[src/logic/ses_pkg.sv]
// shared constants and types for the status event summary block
package ses_pkg;

  // ------------------------------------------------------------
  // widths
  // ------------------------------------------------------------
  localparam int SR_W  = 16;
  localparam int STB_W = 8;
  localparam int STD_W = 8;

  // bit 15 of every lower-level part always reads zero
  localparam logic [SR_W-1:0] SR_USED = 16'h7fff;
  localparam logic [SR_W-1:0] SR_ZERO = 16'h0000;

  // preset values applied by the preset operation
  localparam logic [SR_W-1:0] RISE_PRESET = 16'h7fff;
  localparam logic [SR_W-1:0] FALL_PRESET = 16'h0000;
  localparam logic [SR_W-1:0] MASK_PRESET = 16'h0000;

  localparam logic [STB_W-1:0] BYTE_ZERO = 8'h00;

  // ------------------------------------------------------------
  // status byte bit positions
  // ------------------------------------------------------------
  localparam int STB_ERR_BIT  = 2;
  localparam int STB_QUES_BIT = 3;
  localparam int STB_OUT_BIT  = 4;
  localparam int STB_STD_BIT  = 5;
  localparam int STB_TOP_BIT  = 6;
  localparam int STB_OPER_BIT = 7;

  // mask bits that may ever request service (bit 6 excluded)
  localparam logic [STB_W-1:0] REQ_USED = 8'hbf;

  // ------------------------------------------------------------
  // command port encodings
  // ------------------------------------------------------------
  typedef enum logic [1:0] {
    OP_READ,
    OP_WRITE,
    OP_CLEAR,
    OP_PRESET
  } ses_op_t;

  typedef enum logic [3:0] {
    SEL_OPER_COND,
    SEL_OPER_EVENT,
    SEL_OPER_RISE,
    SEL_OPER_FALL,
    SEL_OPER_MASK,
    SEL_QUES_COND,
    SEL_QUES_EVENT,
    SEL_QUES_RISE,
    SEL_QUES_FALL,
    SEL_QUES_MASK,
    SEL_STD_EVENT,
    SEL_STD_MASK,
    SEL_STATUS_BYTE,
    SEL_REQUEST_MASK
  } ses_sel_t;

endpackage

[src/logic/ses_status_top.sv]
// status reporting hierarchy: lower registers, status byte and service request
//
// Notes on behaviour
// - rising live bit latches when rise filter set
// - falling live bit latches when fall filter set
// - filter parts read and write freely
// - latch keeps filtered transitions until read or clear-status
// - latch is read-only, cleared by read
// - sum bit is OR of latch AND mask
// - sum mask read and write freely
// - sum bit feeds next higher live state
// - byte bit 6 summarises other enabled bits
// - request mask bit 6 ignored
// - enabled byte bit rising issues request
// - byte bit 2 tracks error queue entries
// - byte bit 3 is doubtful-state summary
// - byte bit 4 while output pending
// - byte bit 5 is standard event summary
// - byte bit 7 is activity summary
// - byte answered by query and poll
// - lower parts 16 bits, bit 15 zero
// - live state read-only, read never clears
// - one bit position across all parts
`timescale 1ns/100ps
module ses_status_top
  import ses_pkg::*;
(
  input  wire logic                  ref_clk,
  input  wire logic                  sys_rst,
  // hardware status sources, same clock domain
  input  wire logic [SR_W-1:0]       oper_hw,
  input  wire logic [SR_W-1:0]       ques_hw,
  input  wire logic [STD_W-1:0]      std_event_set,
  input  wire logic                  error_pending,
  input  wire logic                  output_pending,
  // command port
  input  wire logic                  cmd_valid,
  input  wire ses_pkg::ses_op_t      cmd_op,
  input  wire ses_pkg::ses_sel_t     cmd_sel,
  input  wire logic [SR_W-1:0]       cmd_wdata,
  output logic                       rsp_valid,
  output logic      [SR_W-1:0]       rsp_data,
  // serial poll
  input  wire logic                  poll_req,
  output logic                       poll_valid,
  output logic      [STB_W-1:0]      poll_data,
  // summary outputs
  output logic      [STB_W-1:0]      status_byte,
  output logic                       service_req
);

  // ------------------------------------------------------------
  // command decode
  // ------------------------------------------------------------
  logic is_read;
  logic is_write;
  logic is_clear;
  logic is_preset;

  assign is_read   = cmd_valid && (cmd_op == OP_READ);
  assign is_write  = cmd_valid && (cmd_op == OP_WRITE);
  assign is_clear  = cmd_valid && (cmd_op == OP_CLEAR);
  assign is_preset = cmd_valid && (cmd_op == OP_PRESET);

  function automatic logic wr_hit(input logic wr, input ses_sel_t sel, input ses_sel_t want);
    wr_hit = wr && (sel == want);
  endfunction

  // ------------------------------------------------------------
  // per-register strobes
  // ------------------------------------------------------------
  logic wr_oper_rise;
  logic wr_oper_fall;
  logic wr_oper_mask;
  logic wr_ques_rise;
  logic wr_ques_fall;
  logic wr_ques_mask;
  logic wr_std_mask;
  logic wr_req_mask;
  logic clr_oper_event;
  logic clr_ques_event;
  logic clr_std_event;

  // writes to live state, latches and the byte have no strobe at all
  assign wr_oper_rise   = wr_hit(is_write, cmd_sel, SEL_OPER_RISE);
  assign wr_oper_fall   = wr_hit(is_write, cmd_sel, SEL_OPER_FALL);
  assign wr_oper_mask   = wr_hit(is_write, cmd_sel, SEL_OPER_MASK);
  assign wr_ques_rise   = wr_hit(is_write, cmd_sel, SEL_QUES_RISE);
  assign wr_ques_fall   = wr_hit(is_write, cmd_sel, SEL_QUES_FALL);
  assign wr_ques_mask   = wr_hit(is_write, cmd_sel, SEL_QUES_MASK);
  assign wr_std_mask    = wr_hit(is_write, cmd_sel, SEL_STD_MASK);
  assign wr_req_mask    = wr_hit(is_write, cmd_sel, SEL_REQUEST_MASK);
  // clear-status empties every latch; a read empties just the one read
  assign clr_oper_event = wr_hit(is_read, cmd_sel, SEL_OPER_EVENT) || is_clear;
  assign clr_ques_event = wr_hit(is_read, cmd_sel, SEL_QUES_EVENT) || is_clear;
  assign clr_std_event  = wr_hit(is_read, cmd_sel, SEL_STD_EVENT) || is_clear;

  // ------------------------------------------------------------
  // lower-level registers
  // ------------------------------------------------------------
  logic [SR_W-1:0]  oper_cond;
  logic [SR_W-1:0]  oper_event;
  logic [SR_W-1:0]  oper_rise;
  logic [SR_W-1:0]  oper_fall;
  logic [SR_W-1:0]  oper_mask;
  logic             oper_sum;
  logic [SR_W-1:0]  ques_cond;
  logic [SR_W-1:0]  ques_event;
  logic [SR_W-1:0]  ques_rise;
  logic [SR_W-1:0]  ques_fall;
  logic [SR_W-1:0]  ques_mask;
  logic             ques_sum;
  logic [STD_W-1:0] std_event;
  logic [STD_W-1:0] std_mask;
  logic             std_summary;

  // clear-status empties every latch; a read empties just the one read
  ses_status_reg u_oper (
    .ref_clk     (ref_clk),
    .sys_rst     (sys_rst),
    .cond_in     (oper_hw),
    .wdata       (cmd_wdata),
    .wr_rise     (wr_oper_rise),
    .wr_fall     (wr_oper_fall),
    .wr_mask     (wr_oper_mask),
    .preset      (is_preset),
    .clear_event (clr_oper_event),
    .cond        (oper_cond),
    .event_bits  (oper_event),
    .rise_filter (oper_rise),
    .fall_filter (oper_fall),
    .sum_mask    (oper_mask),
    .sum_bit     (oper_sum)
  );

  ses_status_reg u_ques (
    .ref_clk     (ref_clk),
    .sys_rst     (sys_rst),
    .cond_in     (ques_hw),
    .wdata       (cmd_wdata),
    .wr_rise     (wr_ques_rise),
    .wr_fall     (wr_ques_fall),
    .wr_mask     (wr_ques_mask),
    .preset      (is_preset),
    .clear_event (clr_ques_event),
    .cond        (ques_cond),
    .event_bits  (ques_event),
    .rise_filter (ques_rise),
    .fall_filter (ques_fall),
    .sum_mask    (ques_mask),
    .sum_bit     (ques_sum)
  );

  ses_std_event u_std (
    .ref_clk     (ref_clk),
    .sys_rst     (sys_rst),
    .event_set   (std_event_set),
    .wdata       (cmd_wdata[STD_W-1:0]),
    .wr_mask     (wr_std_mask),
    .clear_event (clr_std_event),
    .event_bits  (std_event),
    .event_mask  (std_mask),
    .sum_bit     (std_summary)
  );

  // ------------------------------------------------------------
  // request mask
  // ------------------------------------------------------------
  logic [STB_W-1:0] request_mask_reg;

  // bit 6 is stored as zero so it can never gate anything
  always_ff @(posedge ref_clk) begin
    if (sys_rst) request_mask_reg <= BYTE_ZERO;
    else if (wr_req_mask)
      request_mask_reg <= cmd_wdata[STB_W-1:0] & REQ_USED;
  end

  // ------------------------------------------------------------
  // status byte assembly
  // ------------------------------------------------------------
  logic [STB_W-1:0] byte_low;
  logic [STB_W-1:0] byte_low_prev_reg;
  logic             top_summary;
  logic [STB_W-1:0] status_byte_next;
  logic [STB_W-1:0] status_byte_reg;
  logic             service_req_reg;

  always_comb begin
    byte_low               = BYTE_ZERO;
    byte_low[STB_ERR_BIT]  = error_pending;
    byte_low[STB_QUES_BIT] = ques_sum;
    byte_low[STB_OUT_BIT]  = output_pending;
    byte_low[STB_STD_BIT]  = std_summary;
    byte_low[STB_OPER_BIT] = oper_sum;
  end

  assign top_summary = |(byte_low & request_mask_reg);

  always_comb begin
    status_byte_next              = byte_low;
    status_byte_next[STB_TOP_BIT] = top_summary;
  end

  always_ff @(posedge ref_clk) begin
    if (sys_rst) status_byte_reg <= BYTE_ZERO;
    else status_byte_reg <= status_byte_next;
  end

  // request on any enabled bit going 0 to 1, one-cycle pulse
  always_ff @(posedge ref_clk) begin
    if (sys_rst) begin
      byte_low_prev_reg <= BYTE_ZERO;
      service_req_reg   <= 1'b0;
    end else begin
      byte_low_prev_reg <= byte_low;
      service_req_reg   <= |(byte_low & ~byte_low_prev_reg & request_mask_reg);
    end
  end

  // ------------------------------------------------------------
  // read response
  // ------------------------------------------------------------
  logic [SR_W-1:0] rd_value;
  logic [SR_W-1:0] rsp_data_reg;
  logic            rsp_valid_reg;

  // value seen is the one before any clear caused by this read
  always_comb begin
    rd_value = SR_ZERO;
    unique case (cmd_sel)
      SEL_OPER_COND:    rd_value = oper_cond;
      SEL_OPER_EVENT:   rd_value = oper_event;
      SEL_OPER_RISE:    rd_value = oper_rise;
      SEL_OPER_FALL:    rd_value = oper_fall;
      SEL_OPER_MASK:    rd_value = oper_mask;
      SEL_QUES_COND:    rd_value = ques_cond;
      SEL_QUES_EVENT:   rd_value = ques_event;
      SEL_QUES_RISE:    rd_value = ques_rise;
      SEL_QUES_FALL:    rd_value = ques_fall;
      SEL_QUES_MASK:    rd_value = ques_mask;
      SEL_STD_EVENT:    rd_value = {BYTE_ZERO, std_event};
      SEL_STD_MASK:     rd_value = {BYTE_ZERO, std_mask};
      SEL_STATUS_BYTE:  rd_value = {BYTE_ZERO, status_byte_reg};
      SEL_REQUEST_MASK: rd_value = {BYTE_ZERO, request_mask_reg};
      default:          rd_value = SR_ZERO;
    endcase
  end

  always_ff @(posedge ref_clk) begin
    if (sys_rst) begin
      rsp_valid_reg <= 1'b0;
      rsp_data_reg  <= SR_ZERO;
    end else begin
      rsp_valid_reg <= is_read;
      if (is_read) rsp_data_reg <= rd_value;
    end
  end

  // ------------------------------------------------------------
  // serial poll
  // ------------------------------------------------------------
  logic             poll_valid_reg;
  logic [STB_W-1:0] poll_data_reg;

  // poll never clears anything, unlike an event read
  always_ff @(posedge ref_clk) begin
    if (sys_rst) begin
      poll_valid_reg <= 1'b0;
      poll_data_reg  <= BYTE_ZERO;
    end else begin
      poll_valid_reg <= poll_req;
      if (poll_req) poll_data_reg <= status_byte_reg;
    end
  end

  assign rsp_valid   = rsp_valid_reg;
  assign rsp_data    = rsp_data_reg;
  assign poll_valid  = poll_valid_reg;
  assign poll_data   = poll_data_reg;
  assign status_byte = status_byte_reg;
  assign service_req = service_req_reg;

endmodule

[src/logic/ses_status_reg.sv]
// five-part 16-bit status register with transition filters and sum bit
`timescale 1ns/100ps
module ses_status_reg
  import ses_pkg::*;
(
  input  wire logic            ref_clk,
  input  wire logic            sys_rst,
  input  wire logic [SR_W-1:0] cond_in,
  input  wire logic [SR_W-1:0] wdata,
  input  wire logic            wr_rise,
  input  wire logic            wr_fall,
  input  wire logic            wr_mask,
  input  wire logic            preset,
  input  wire logic            clear_event,
  output logic      [SR_W-1:0] cond,
  output logic      [SR_W-1:0] event_bits,
  output logic      [SR_W-1:0] rise_filter,
  output logic      [SR_W-1:0] fall_filter,
  output logic      [SR_W-1:0] sum_mask,
  output logic                 sum_bit
);

  logic [SR_W-1:0] cond_reg;
  logic [SR_W-1:0] prev_reg;
  logic [SR_W-1:0] event_reg;
  logic [SR_W-1:0] rise_reg;
  logic [SR_W-1:0] fall_reg;
  logic [SR_W-1:0] mask_reg;
  logic [SR_W-1:0] hits;

  // live state is hardware-only; no write path exists
  always_ff @(posedge ref_clk) begin
    if (sys_rst) begin
      cond_reg <= SR_ZERO;
      prev_reg <= SR_ZERO;
    end else begin
      cond_reg <= cond_in & SR_USED;
      prev_reg <= cond_reg;
    end
  end

  assign hits = ((cond_reg & ~prev_reg & rise_reg)
               | (~cond_reg & prev_reg & fall_reg)) & SR_USED;

  // a hit in the read cycle survives the clear
  always_ff @(posedge ref_clk) begin
    if (sys_rst) event_reg <= SR_ZERO;
    else if (clear_event) event_reg <= hits;
    else event_reg <= event_reg | hits;
  end

  always_ff @(posedge ref_clk) begin
    if (sys_rst) begin
      rise_reg <= SR_ZERO;
      fall_reg <= SR_ZERO;
      mask_reg <= SR_ZERO;
    end else if (preset) begin
      rise_reg <= RISE_PRESET;
      fall_reg <= FALL_PRESET;
      mask_reg <= MASK_PRESET;
    end else begin
      if (wr_rise) rise_reg <= wdata & SR_USED;
      if (wr_fall) fall_reg <= wdata & SR_USED;
      if (wr_mask) mask_reg <= wdata & SR_USED;
    end
  end

  assign cond        = cond_reg;
  assign event_bits  = event_reg;
  assign rise_filter = rise_reg;
  assign fall_filter = fall_reg;
  assign sum_mask    = mask_reg;
  assign sum_bit     = |(event_reg & mask_reg);

endmodule

[src/logic/ses_std_event.sv]
// 8-bit standard event latch with enable mask and summary
`timescale 1ns/100ps
module ses_std_event
  import ses_pkg::*;
(
  input  wire logic             ref_clk,
  input  wire logic             sys_rst,
  input  wire logic [STD_W-1:0] event_set,
  input  wire logic [STD_W-1:0] wdata,
  input  wire logic             wr_mask,
  input  wire logic             clear_event,
  output logic      [STD_W-1:0] event_bits,
  output logic      [STD_W-1:0] event_mask,
  output logic                  sum_bit
);

  logic [STD_W-1:0] event_reg;
  logic [STD_W-1:0] mask_reg;

  always_ff @(posedge ref_clk) begin
    if (sys_rst) event_reg <= BYTE_ZERO;
    else if (clear_event) event_reg <= event_set;
    else event_reg <= event_reg | event_set;
  end

  always_ff @(posedge ref_clk) begin
    if (sys_rst) mask_reg <= BYTE_ZERO;
    else if (wr_mask) mask_reg <= wdata;
  end

  assign event_bits = event_reg;
  assign event_mask = mask_reg;
  assign sum_bit    = |(event_reg & mask_reg);

endmodule

[config.mk]
export PLATFORM = sky130hd
export DESIGN_NAME = ses_status_top
export DESIGN_NICKNAME = d
export VERILOG_FILES = /design/src/logic/ses_pkg.sv /design/src/logic/ses_status_top.sv /design/src/logic/ses_status_reg.sv /design/src/logic/ses_std_event.sv
export SDC_FILE = /design/constraint.sdc
export NUM_CORES = 1
export LEC_CHECK = 0
export ABC_AREA = 1
export BUFFER_PORTS_ARGS = -buffer_cell sky130_fd_sc_hd__buf_4
export CAP_MARGIN = 30
export CORE_MARGIN = 8
export CORE_UTILIZATION = 53
export DETAILED_ROUTE_END_ITERATION = 12
export PLACE_DENSITY = 0.76
export SLEW_MARGIN = 20
export SYNTH_ARGS = -nofsm -noshare
export SYNTH_HDL_FRONTEND = slang
export SYNTH_SLANG_ARGS = --single-unit
export TNS_END_PERCENT = 50
[constraint.sdc]
create_clock -name ref_clk -period 1.11 [get_ports ref_clk]
set_input_delay 0.111 -clock ref_clk [delete_from_list [all_inputs] [get_ports ref_clk]]
set_output_delay 0.111 -clock ref_clk [all_outputs]
set_load 0.1 [all_outputs]
== After elaboration in Yosys (flattened, before gate mapping) ==
Index checks and enable logic that the tools add are counted.
Storage, ports and cells
  output and inout bits: 35
  bits of input ports: 68
  bits in registers: 248
Operators by class
  reductions and logical operators: 30
  muxes and demuxes: 8
  equality and inequality tests: 16
  bitwise operators: 24
Operators with widths (count)
  case mux 16 bit (14 select lines): 1
  bitwise AND 15 bit: 8
  two-way mux 15 bit: 6
  inverter 15 bit: 4
  bitwise AND 16 x 15 -> 16 bit: 2
  bitwise AND 8 bit: 4
  bitwise OR 16 x 15 -> 16 bit: 2
  OR reduction 16 bit: 2
  bitwise OR 15 bit: 2
  equality test 4 bit (second input constant): 6
  OR reduction 8 bit: 3
  equality test 4 x 3 -> 1 bit (second input constant): 4
  logical AND 1 bit: 15
  equality test 4 x 2 -> 1 bit (second input constant): 2
  two-way mux 8 bit: 1
  inverter 8 bit: 1
  bitwise OR 8 bit: 1
  OR reduction 2 bit: 3
  equality test 2 bit (second input constant): 2
  equality test 4 x 1 -> 1 bit (second input constant): 1
  logical NOT 4 bit: 1
  nonzero test 2 bit: 2
  logical OR 1 bit: 3
  equality test 2 x 1 -> 1 bit (second input constant): 1
  logical NOT 2 bit: 1

== Longest topological paths before layout ==
Gate-level depths: netlist (run 1).
  word-level depth: 6
  gate-level depth with buffers: 10
  gate-level depth less buffers: 10

== Hierarchy ==
From an unflattened synthesis (run 1), not the netlist that was laid out.
Second synthesis, totals
  cells, all modules: 1578
  area, all modules: 10870.4 um2
Modules (own cells, without submodules)
  ses_status_reg: area each 3547.2 um2, times used 2, cells each 455
  ses_status_top: area each 3125.5 um2, times used 1, cells each 592
  ses_std_event: area each 650.6 um2, times used 1, cells each 76

== Worst setup path before layout (run 1) ==
No wires, ideal clock.
  path type: register to register
  from: reg status_byte[2] (netlist name)
  to: reg service_req_reg, in the netlist service_req
  setup time: 110 ps
  setup slack: -460 ps
  path buffers: 0
  cell stages (with the launch flop): 7
  arrival time: 1460 ps
  path through: dfxtp_1 o22a_1 nand2_1 inv_1 nand3_1 nand2_1 inv_1
RTL lines
  end signal, assigned: line ses_status_top.sv:216  | service_req_reg <= |(byte_low & ~byte_low_prev_reg & request_mask_reg);
  end, declared: line ses_status_top.sv:186  | logic service_req_reg;

== Final worst setup path (run 1) ==
  from: reg status_byte_reg[5], in the netlist status_byte[5]
  to: out status_byte[5]
RTL lines
  start, declared: line ses_status_top.sv:185  | logic [STB_W-1:0] status_byte_reg;
  start signal, assigned: line ses_status_top.sv:206  | else status_byte_reg <= status_byte_next;
  end, declared: line ses_status_top.sv:48  | output logic [STB_W-1:0] status_byte,
No word-level cell between the ends.

==> flow_summary.ini, run 1 <==
[outcome]
outcome = finished, violations left
violations = negative setup slack

[clock_tree]
clk_pin_slew_ps = 60
cts_sinks = 233
cts-root-buf = clkbuf_16
cts_tree = built
cts_inserted_buffers = 26
cts.path.max_buffers = 3
htree_levels = 1
clk_latency_ps = 540

[global_route]
antenna_found_initial = 0
grt_pass1_wl_mm = 54.5
grt_start_max_net_pins = 121
grt.overflow.total = 0
grt_pass1_vias = 10000
track_usage_pct = 28.9

[worst_setup_path]
cp_slowest_cell = dfxtp_4
cp.arrival_ps = 1140
setup.worst_path.class = flip-flop to output port
startpoint_type = flip-flop
path_delay_family = flip-flops
cp_num_buf_inv = 2
cp_cell_sequence = buf_6 -> buf_12
crit_fanout = 2
end_kind = output port
max_stage_delay_ps = 340
critical_path_required_ps = 1000

[sta]
worstMarginPinSlew_ps = 601
relSlewSlack_pct = 59.9
fin_ws_ps = -146
rsz0062_at_grt = yes
setup_viol = 37
final.min_clock_period_ps = 1260
maxSlewViolCount = 0
fin_crit_sh_pct = 113
fin_skew_ps = 13.3
hold_viol = 0
holdWs_ps = 9.38
max_freq_mhz = 796

[flow_run]
maxCapViolCount = 0

[logic_synthesis]
ys.flop_type = dfxtp_1
avgSynthCellArea_sq_um = 7.07
synth-edff-count = 0
ys_ff_latch = 233
synth.distinct_cells = 27
async_reset_ff_share_pct = 0
ys_warn_count = 0
yosys.area.top_type_share_pct = 47.2
yosysSeqAreaShare_pct = 47.2
synth_top_area_cell = dfxtp_1
synth_area_leaders = dfxtp_1 (47%), nand2_1 (13%), nor2_1 (7.2%)
netlist_area_sq_mm = 0.00989
synth_cells = 1399

[route]
firstDrtPassIters = 6
routedWlPerCell_um = 18.4
drtIter0Drc = 1356
ant_nets = 0
drcViolationCount = 0
avgViaCountPerCell = 5.56
vias = 10800
routed_wl_mm = 35.6

[place]
dp_hpwl_mm = 23.2
place_congestion = 0.944
port_buffers = 94

[worst_hold_path]
hold_path.class = input port to flip-flop

[floorplanning]
die_height_um = 153
dieArea_sq_mm = 0.0233
die_x_um = 153
rows = 50
coreArea_sq_mm = 0.0185
io_pins = 103
initial_core_util_pct = 53.4

[cells_and_area]
fillers = 1271
fin_nets = 1751
areaGrowthSynthToFinish_pct = 44.8
drive_above_1_share_pct = 27.8
antennaDiodeCount = 0

[pwr]
peakVddDrop_mv = 1.07
cellLeakagePower_uw = 0.00648
pwr_density_cell_mw_per_mm2 = 1380
finalPower_uw = 19700
-- synth_stat cells (4+ instances only) --
master      n
nand2_1   335
dfxtp_1   233
nor2_1    191
inv_1     146
a21oi_1   106
nand3_1   100
o21ai_0    67
a211oi_1   56
a31oi_1    30
clkbuf_1   30
nor3_1     30
buf_2      28
buf_4       9
nand3b_1    6
nor2_2      5
buf_6       4
inv_2       4
o21ai_1     4
-- stage by stage --
stage               util, %  area (sq um)  setup WS, ps  instances  TNS (ps)
finish                 77.3         14300          -146       1936     -2480
global route           77.3         14300          -158       1936     -3310
CTS                    75.6         14000          -145       1932     -2390
detailed placement     65.6         12100          -465       1834    -50800
global placement       65.6         12100          -439       1834    -46870
floorplan                 -          9960         -30.6       1403      -471
-- worst min-delay path, delay by kind of cell --
kind / cells / cell delay (ps)
compound gates: 2 / 190
buf+inv: 2 / 130
simple gates: 1 / 70
-- final cells by class --
cell class              instances  area, sq um  share of cell area, %
flip-flops and latches        233         4780                   33.4
clock inverters                13          129                  0.900
multi-input cells             945         4600                   32.1
well taps                     234          293                   2.04
repair buffers                324         3200                   22.3
inverters                     153          574                   4.01
clock buffers                  34          742                   5.18
-- power breakdown --
| part | internal, uW | leakage, uW | total [uW] | switching [uW] |
|---|---|---|---|---|
| clock network | 5180 | 0.000439 | 8720 | 3540 |
| logic | 889 | 0.00410 | 2200 | 1310 |
| registers | 8600 | 0.00193 | 8790 | 193 |
| total | 14700 | 0.00648 | 19700 | 5040 |
-- layout by cell type, fill, tap and decap left out, drive strengths merged --
master | synthesis | final
a211oi | 56 | 56
clkinv | 3 | 13
a31oi | 30 | 30
bufinv | 0 | 2
dfxtp | 233 | 233
a22oi | 1 | 1
clkbuf | 30 | 34
nand2 | 335 | 335
conb | 1 | 5
a21oi | 106 | 106
inv | 150 | 151
o22a | 1 | 1
dlygate4sd3 | 0 | 46
nand3 | 100 | 100
buf | 42 | 278
nand3b | 6 | 6
or2 | 1 | 1
nand4 | 3 | 3
nor2 | 199 | 199
nor3 | 30 | 30
o21ai | 72 | 72
-- worst paths after layout --
| path | from | endpoint | slack (ps) | depth (start not counted) |
|---|---|---|---|---|
| worst max register to register | u_std.event_bits[4]$_SDFF_PP0_ | rsp_data[4]$_SDFFE_PP0P_ | -120 | 6 |
| worst max-delay path | status_byte[5]$_SDFF_PP0_ | status_byte[5] | -150 | 2 |
| worst min-delay path | cmd_wdata[0] | u_oper.rise_filter[0]$_SDFFE_PP0P_ | 9 | 5 |
| worst min register to register | u_ques.rise_filter[9]$_SDFFE_PP0P_ | u_ques.rise_filter[9]$_SDFFE_PP0P_ | 470 | 2 |
-- per-layer routing --
layer / vias to the layer above / GRT usage (%) / wire (um)
met1: 4892 / 38.3 / 14400
met5: - / 0 / 0
li1: 5103 / - / -
met4: 0 / 13.2 / 1510
met3: 118 / 6.27 / 4000
met2: 647 / 44.4 / 15700
-- cells by family (layout without fill, tap and decap cells) --
family | count (synthesis) | after routing | synth area share, %
flops | 233 | 233 | 47.2
other cells | 1 | 5 | 0.0379
simple gates | 674 | 674 | 27.9
compound gates | 266 | 266 | 15.4
buf+inv | 225 | 524 | 9.54
-- timing repair --
item / CTS / global route
gates resized for setup: 135 / 103
hold buffers: 46 / 0
endpoints found under the hold margin: 63 / 0
setup buffers: 5 / 6
endpoints found under the setup margin: 38 / 53
pin swaps: 14 / 51
No activity file was read; power rests on OpenSTA's default activity.
==> run 2, diff against run 1 <==
--- a/config.mk
+++ b/config.mk
@@ -11,7 +11,7 @@
 export CORE_MARGIN = 8
 export CORE_UTILIZATION = 53
 export DETAILED_ROUTE_END_ITERATION = 12
-export PLACE_DENSITY = 0.76
+export PLACE_DENSITY = 0.84
 export SLEW_MARGIN = 20
 export SYNTH_ARGS = -nofsm -noshare
 export SYNTH_HDL_FRONTEND = slang
==> run 2 against run 1 <==
Effect of this change: the flow still finishes with violations (negative setup slack); power rose by 1.7%; utilization rose by 0.24 points; critical path depth grew 5; worst hold slack improved by 26 ps; final cell count is 0.57% lower; critical path type is now flip-flop to flip-flop.
==> flow_summary.ini, run 2 (synthesis gave the netlist of run 1 again) <==
[global_route]
track_usage_pct = 29.6
grt_start_max_net_pins = 121
grt_pass1_wl_mm = 56.1
antenna_found_initial = 1
grt_pass1_vias = 10700
grt.overflow.total = 0

[floorplanning]
initial_core_util_pct = 53.4
io_pins = 103
rows = 50
coreArea_sq_mm = 0.0185
die_height_um = 153
dieArea_sq_mm = 0.0233
die_x_um = 153

[pwr]
peakVddDrop_mv = 1.02
pwr_density_cell_mw_per_mm2 = 1400
power.switching_uw = 5030
intPower_uw = 15000
p_sw_share_pct = 25.1
pwr-share-comb_pct = 11.0
seqPwrFrac_pct = 43.9
finalPower_uw = 20100
cellLeakagePower_uw = 0.00647
p_clk_share_pct = 45.1

[route]
firstDrtPassIters = 7
drtIter0Drc = 1960
routed_wl_mm = 39.2
routedWlPerCell_um = 20.3
ant_nets = 0
vias = 11400
drcViolationCount = 0
avgViaCountPerCell = 5.94

[sta]
max_freq_mhz = 772
maxSlewViolCount = 0
hold_viol = 0
worstMarginPinSlew_ps = 605
fin_ws_ps = -185
holdWs_ps = 35.1
setup_viol = 48
final.min_clock_period_ps = 1290
relSlewSlack_pct = 59.6
fin_crit_sh_pct = 117
rsz0062_at_grt = yes
fin_skew_ps = 24.8

[place]
place_congestion = 0.978
dp_slack_ps = -706
dp_hpwl_mm = 23.6
port_buffers = 94

[worst_setup_path]
path_depth = 7
reg2regPathDepth = 7
r2r-start = status_byte[5]$_SDFF_PP0_
cp_cell_sequence = buf_4 -> nand3_1 -> nand2_1 -> nor2_2 -> nand2_1 -> o21ai_2 -> a21oi_1
cp_slowest_cell = dfxtp_4
startpoint_type = flip-flop
end_kind = flip-flop
cp-endpoint = rsp_data[5]$_SDFFE_PP0P_
critical_path_required_ps = 1500
max_stage_delay_ps = 340
r2r-end = rsp_data[5]$_SDFFE_PP0P_
startpoint = status_byte[5]$_SDFF_PP0_
crit_fanout = 2
crit_path_frequent_cell = nand2_1
rrSetupSlack_ps = -180
cp.arrival_ps = 1680
setup.worst_path.class = flip-flop to flip-flop
cp_num_buf_inv = 1
path_delay_family = simple AND/OR/NAND/NOR gates

[cells_and_area]
areaGrowthSynthToFinish_pct = 45.2
fin_nets = 1740
drive_above_1_share_pct = 28.9
fin_util_pct = 77.6
mostFrequentLayoutCells = nand2_1 (298), buf_4 (207), dfxtp_1 (171), nor2_1 (161), inv_1 (140)
fillers = 1143
final_common_cell = nand2_1

[clock_tree]
cts_sinks = 233
cts.path.max_buffers = 3
clk_latency_ps = 530
clk_pin_slew_ps = 60
cts_inserted_buffers = 24
cts_tree = built
htree_levels = 1
cts-root-buf = clkbuf_16

[outcome]
outcome = finished, violations left
violations = negative setup slack

[flow_run]
maxCapViolCount = 0

[worst_hold_path]
hold_path.class = input port to flip-flop
==> run 2: cell types whose count changed in the layout (fill, tap and decap cells not counted), sizes merged <==
cell         previous run  this run
buf                   278       273
inv                   151       150
bufinv                  2         4
diode                   0         1
dlygate4sd3            46        42
clkinv                 13         8
clkbuf                 34        35
==> run 2: per-stage QoR <==
stage | TNS, ps | cells | instance area [sq um]
global placement | -53550 | 1820 | 12100
finish | -3610 | 1925 | 14400
detailed placement | -59460 | 1820 | 12100
global route | -5060 | 1925 | 14400
floorplan | -471 | 1403 | 9960
CTS | -2200 | 1913 | 13900
==> run 2: power groups by stage <==
stage / clock network (uW) / logic [uW] / registers (uW)
4_1_cts: 8970 / 2050 / 8770
2_1_floorplan: 0 / 817 / 9080
6_report: 9040 / 2210 / 8800
3_3_place_gp: 0 / 1810 / 8940
3_5_place_dp: 0 / 1840 / 8950
5_1_grt: 9330 / 2320 / 8810
==> run 2: worst min-delay path by stage <==
stage	start	to	slack, ps	depth (start not counted)
2_1_floorplan	error_pending	status_byte[2]$_SDFF_PP0_	210	2
6_report	cmd_wdata[2]	u_std.event_mask[2]$_SDFFE_PP0P_	40	4
5_1_grt	cmd_wdata[12]	u_ques.sum_mask[12]$_SDFFE_PP0P_	40	4
4_1_cts	cmd_wdata[11]	u_ques.sum_mask[11]$_SDFFE_PP0P_	20	4
3_5_place_dp	ques_hw[10]	u_ques.cond[10]$_SDFF_PP0_	320	3
3_3_place_gp	ques_hw[10]	u_ques.cond[10]$_SDFF_PP0_	310	3
==> run 2: worst register-to-register path, delay by kind of cell (launching register included) <==
family | cells | cell delay, ps
AO/OA/AOI/OAI | 2 | 230
buffers and inverters | 1 | 130
flip-flops | 1 | 340
AND/OR/NAND/NOR | 4 | 450
==> run 2: what timing repair did <==
item	4_1_cts	5_1_grt
pin swaps	15	61
hold buffers	42	0
buffers inserted	8	10
setup endpoints to repair	59	93
gates resized for setup	131	140
cloned	0	1
endpoints found under the hold margin	51	0
==> run 2: cell type report <==
type / instances / area (sq um) / share of cell area, %
antenna: 1 / 2.50 / 0.0174
clock inverter: 9 / 145 / 1.01
clock buffer: 35 / 744 / 5.18
timing repair buffer: 315 / 3150 / 21.9
sequential: 233 / 4780 / 33.3
inverter: 153 / 574 / 4.00
multi-input combinational: 945 / 4670 / 32.5
tap: 234 / 293 / 2.04
==> run 2: metal layers <==
layer	wire length (um)	vias to the layer above	part of all wire [%]	GRT usage [%]
li1	-	5075	-	-
met1	14300	5185	37	37.1
met5	0	-	0	0
met3	4970	258	13	7.88
met2	17300	919	44	45.8
met4	2610	0	6.7	15.6
==> run 3, diff against run 2 <==
--- a/config.mk
+++ b/config.mk
@@ -8,8 +8,10 @@
 export ABC_AREA = 1
 export BUFFER_PORTS_ARGS = -buffer_cell sky130_fd_sc_hd__buf_4
 export CAP_MARGIN = 30
+export CELL_PAD_IN_SITES_DETAIL_PLACEMENT = 2
+export CELL_PAD_IN_SITES_GLOBAL_PLACEMENT = 2
 export CORE_MARGIN = 8
-export CORE_UTILIZATION = 53
+export CORE_UTILIZATION = 30
 export DETAILED_ROUTE_END_ITERATION = 12
 export PLACE_DENSITY = 0.84
 export SLEW_MARGIN = 20
==> run 3 against run 2 <==
Effect of this change: the flow still finishes with violations (negative setup slack); worst hold slack gained 10 ps; die area is 68% higher; utilization shrank 28 points; count of clock-buffer cells in the layout up 3; final cell count rose by 14%; power rose by 6.2%; sequential share of layout area decreased by 3.3 points; worst setup slack lost 160 ps; via count is 17% higher; clock power grew 5.2%; highest routed layer is now met5.
==> flow_summary.ini, run 3 (synthesis gave the netlist of run 1 again) <==
[outcome]
outcome = finished, violations left
violations = negative setup slack

[floorplanning]
coreArea_sq_mm = 0.0325
die_x_um = 198
dieArea_sq_mm = 0.0390
die_height_um = 198
io_pins = 103
initial_core_util_pct = 30.4
rows = 66

[cells_and_area]
areaGrowthSynthToFinish_pct = 63.6
stdcell_area_sq_mm = 0.0162
stdcell_count = 2203
final_common_cell = buf_4
fin_nets = 1810
drive_above_1_share_pct = 42.7
mostFrequentLayoutCells = buf_4 (244), nand2_1 (226), nor2_1 (144), inv_1 (134), dfxtp_1 (134)

[sta]
final.min_clock_period_ps = 1450
hold_viol = 0
rsz0062_at_grt = yes
fin_skew_ps = 34.7
fin_ws_ps = -344
maxSlewViolCount = 0
max_freq_mhz = 688
setup_viol = 111
fin_crit_sh_pct = 131

[pwr]
cellLeakagePower_uw = 0.00711
pwr_density_cell_mw_per_mm2 = 1320
peakVddDrop_mv = 1.28

[worst_setup_path]
crit_fanout = 3
critical_path_required_ps = 1580
cp_slowest_cell = dfxtp_2
crit_path_frequent_cell = nand2_1
setup.worst_path.class = flip-flop to flip-flop
max_stage_delay_ps = 370
startpoint_type = flip-flop
end_kind = flip-flop
cp_cell_sequence = nand2_1 -> nand2_1 -> nor2_2 -> nand2_2 -> nand3_1 -> nand2_1 -> inv_2 -> nand3_2 -> nand2_2 -> inv_2
cp.arrival_ps = 1930

[clock_tree]
cts_sinks = 233
cts-root-buf = clkbuf_16
cts_tree = built
clk_latency_ps = 580
clk_pin_slew_ps = 90
cts.path.max_buffers = 3
htree_levels = 1
cts_inserted_buffers = 27

[global_route]
gr-usage-met1_pct = 39.7
grt.overflow.total = 0
grt_util_met3_pct = 7.17
use_met2_pct = 57.3
grt_pass1_vias = 14300
grt_start_max_net_pins = 47
track_usage_pct = 34.1
antenna_found_initial = 3
top_usage_layer = met2
grt_pass1_wl_mm = 99.8

[route]
routedWlPerCell_um = 35.3
drtIter0Drc = 1352
vias = 13400
avgViaCountPerCell = 6.08
ant_nets = 0
routed_wl_mm = 77.7
drcViolationCount = 0
firstDrtPassIters = 5

[place]
port_buffers = 94
dp_hpwl_mm = 37.2
placed_cell_area_sq_mm = 0.0126
dp.cells = 2060
place_congestion = 0.870

[flow_run]
maxCapViolCount = 0

[worst_hold_path]
hold_path.class = input port to flip-flop
[run 3: final timing paths]
kind / from / to / slack [ps] / cells after the start
max: u_std.event_mask[1]$_SDFFE_PP0P_ / service_req$_SDFF_PP0_ / -340 / 10
min: cmd_wdata[3] / u_std.event_mask[3]$_SDFFE_PP0P_ / 50 / 4
max reg2reg: u_std.event_mask[1]$_SDFFE_PP0P_ / service_req$_SDFF_PP0_ / -340 / 10
min reg2reg: u_std.event_bits[5]$_SDFF_PP0_ / u_std.event_bits[5]$_SDFF_PP0_ / 530 / 2
[run 3: area by class of cell]
class                           count  area [sq um]
Sequential cell                   233          4850
Clock inverter                      9          72.6
Clock buffer                       38           757
Inverter                          153           587
Multi-Input combinational cell    945          5510
Timing Repair Buffer              382          3850
Fill cell                        3537         16400
Tap cell                          442           553
Antenna cell                        1          2.50
[run 3: through the flow]
step	total power [uW]	worst slack, ps	utilization [%]	TNS (ps)	hold WS, ps
after floorplan	9900	-30.6	-	-471	208
after global placement	10900	-381	38.8	-45010	313
after detailed placement	11100	-686	38.8	-64520	322
after CTS	20200	-212	46.1	-4380	13.8
after global routing	21500	-351	49.7	-10870	61.1
final	21300	-344	49.7	-10800	45.6
[run 3: worst max-delay path, delay by kind of cell, from the launching register on]
family / cells / cell delay (ps)
buf+inv: 2 / 110
flops: 1 / 370
simple gates: 8 / 870
[run 3: power by group]
part | switching, uW | internal [uW]
sequential | 311 | 8580
combinational | 1880 | 1010
clock | 4540 | 4970
total | 6740 | 14600
[run 3: metal layers]
metal  part of all wire [%]  wire length, um
met1                     38            29300
met2                     46            35700
met3                    8.9             6940
met4                    7.3             5650
met5                  0.023               18
[run 3: repair_timing]
| item | 4_1_cts | 5_1_grt |
|---|---|---|
| pin swaps | 61 | 98 |
| gates cloned | 0 | 3 |
| resized for setup | 281 | 297 |
| setup endpoints to repair | 79 | 147 |
| hold buffers | 43 | 0 |
| buffers inserted | 19 | 32 |
| hold endpoints to repair | 51 | 0 |
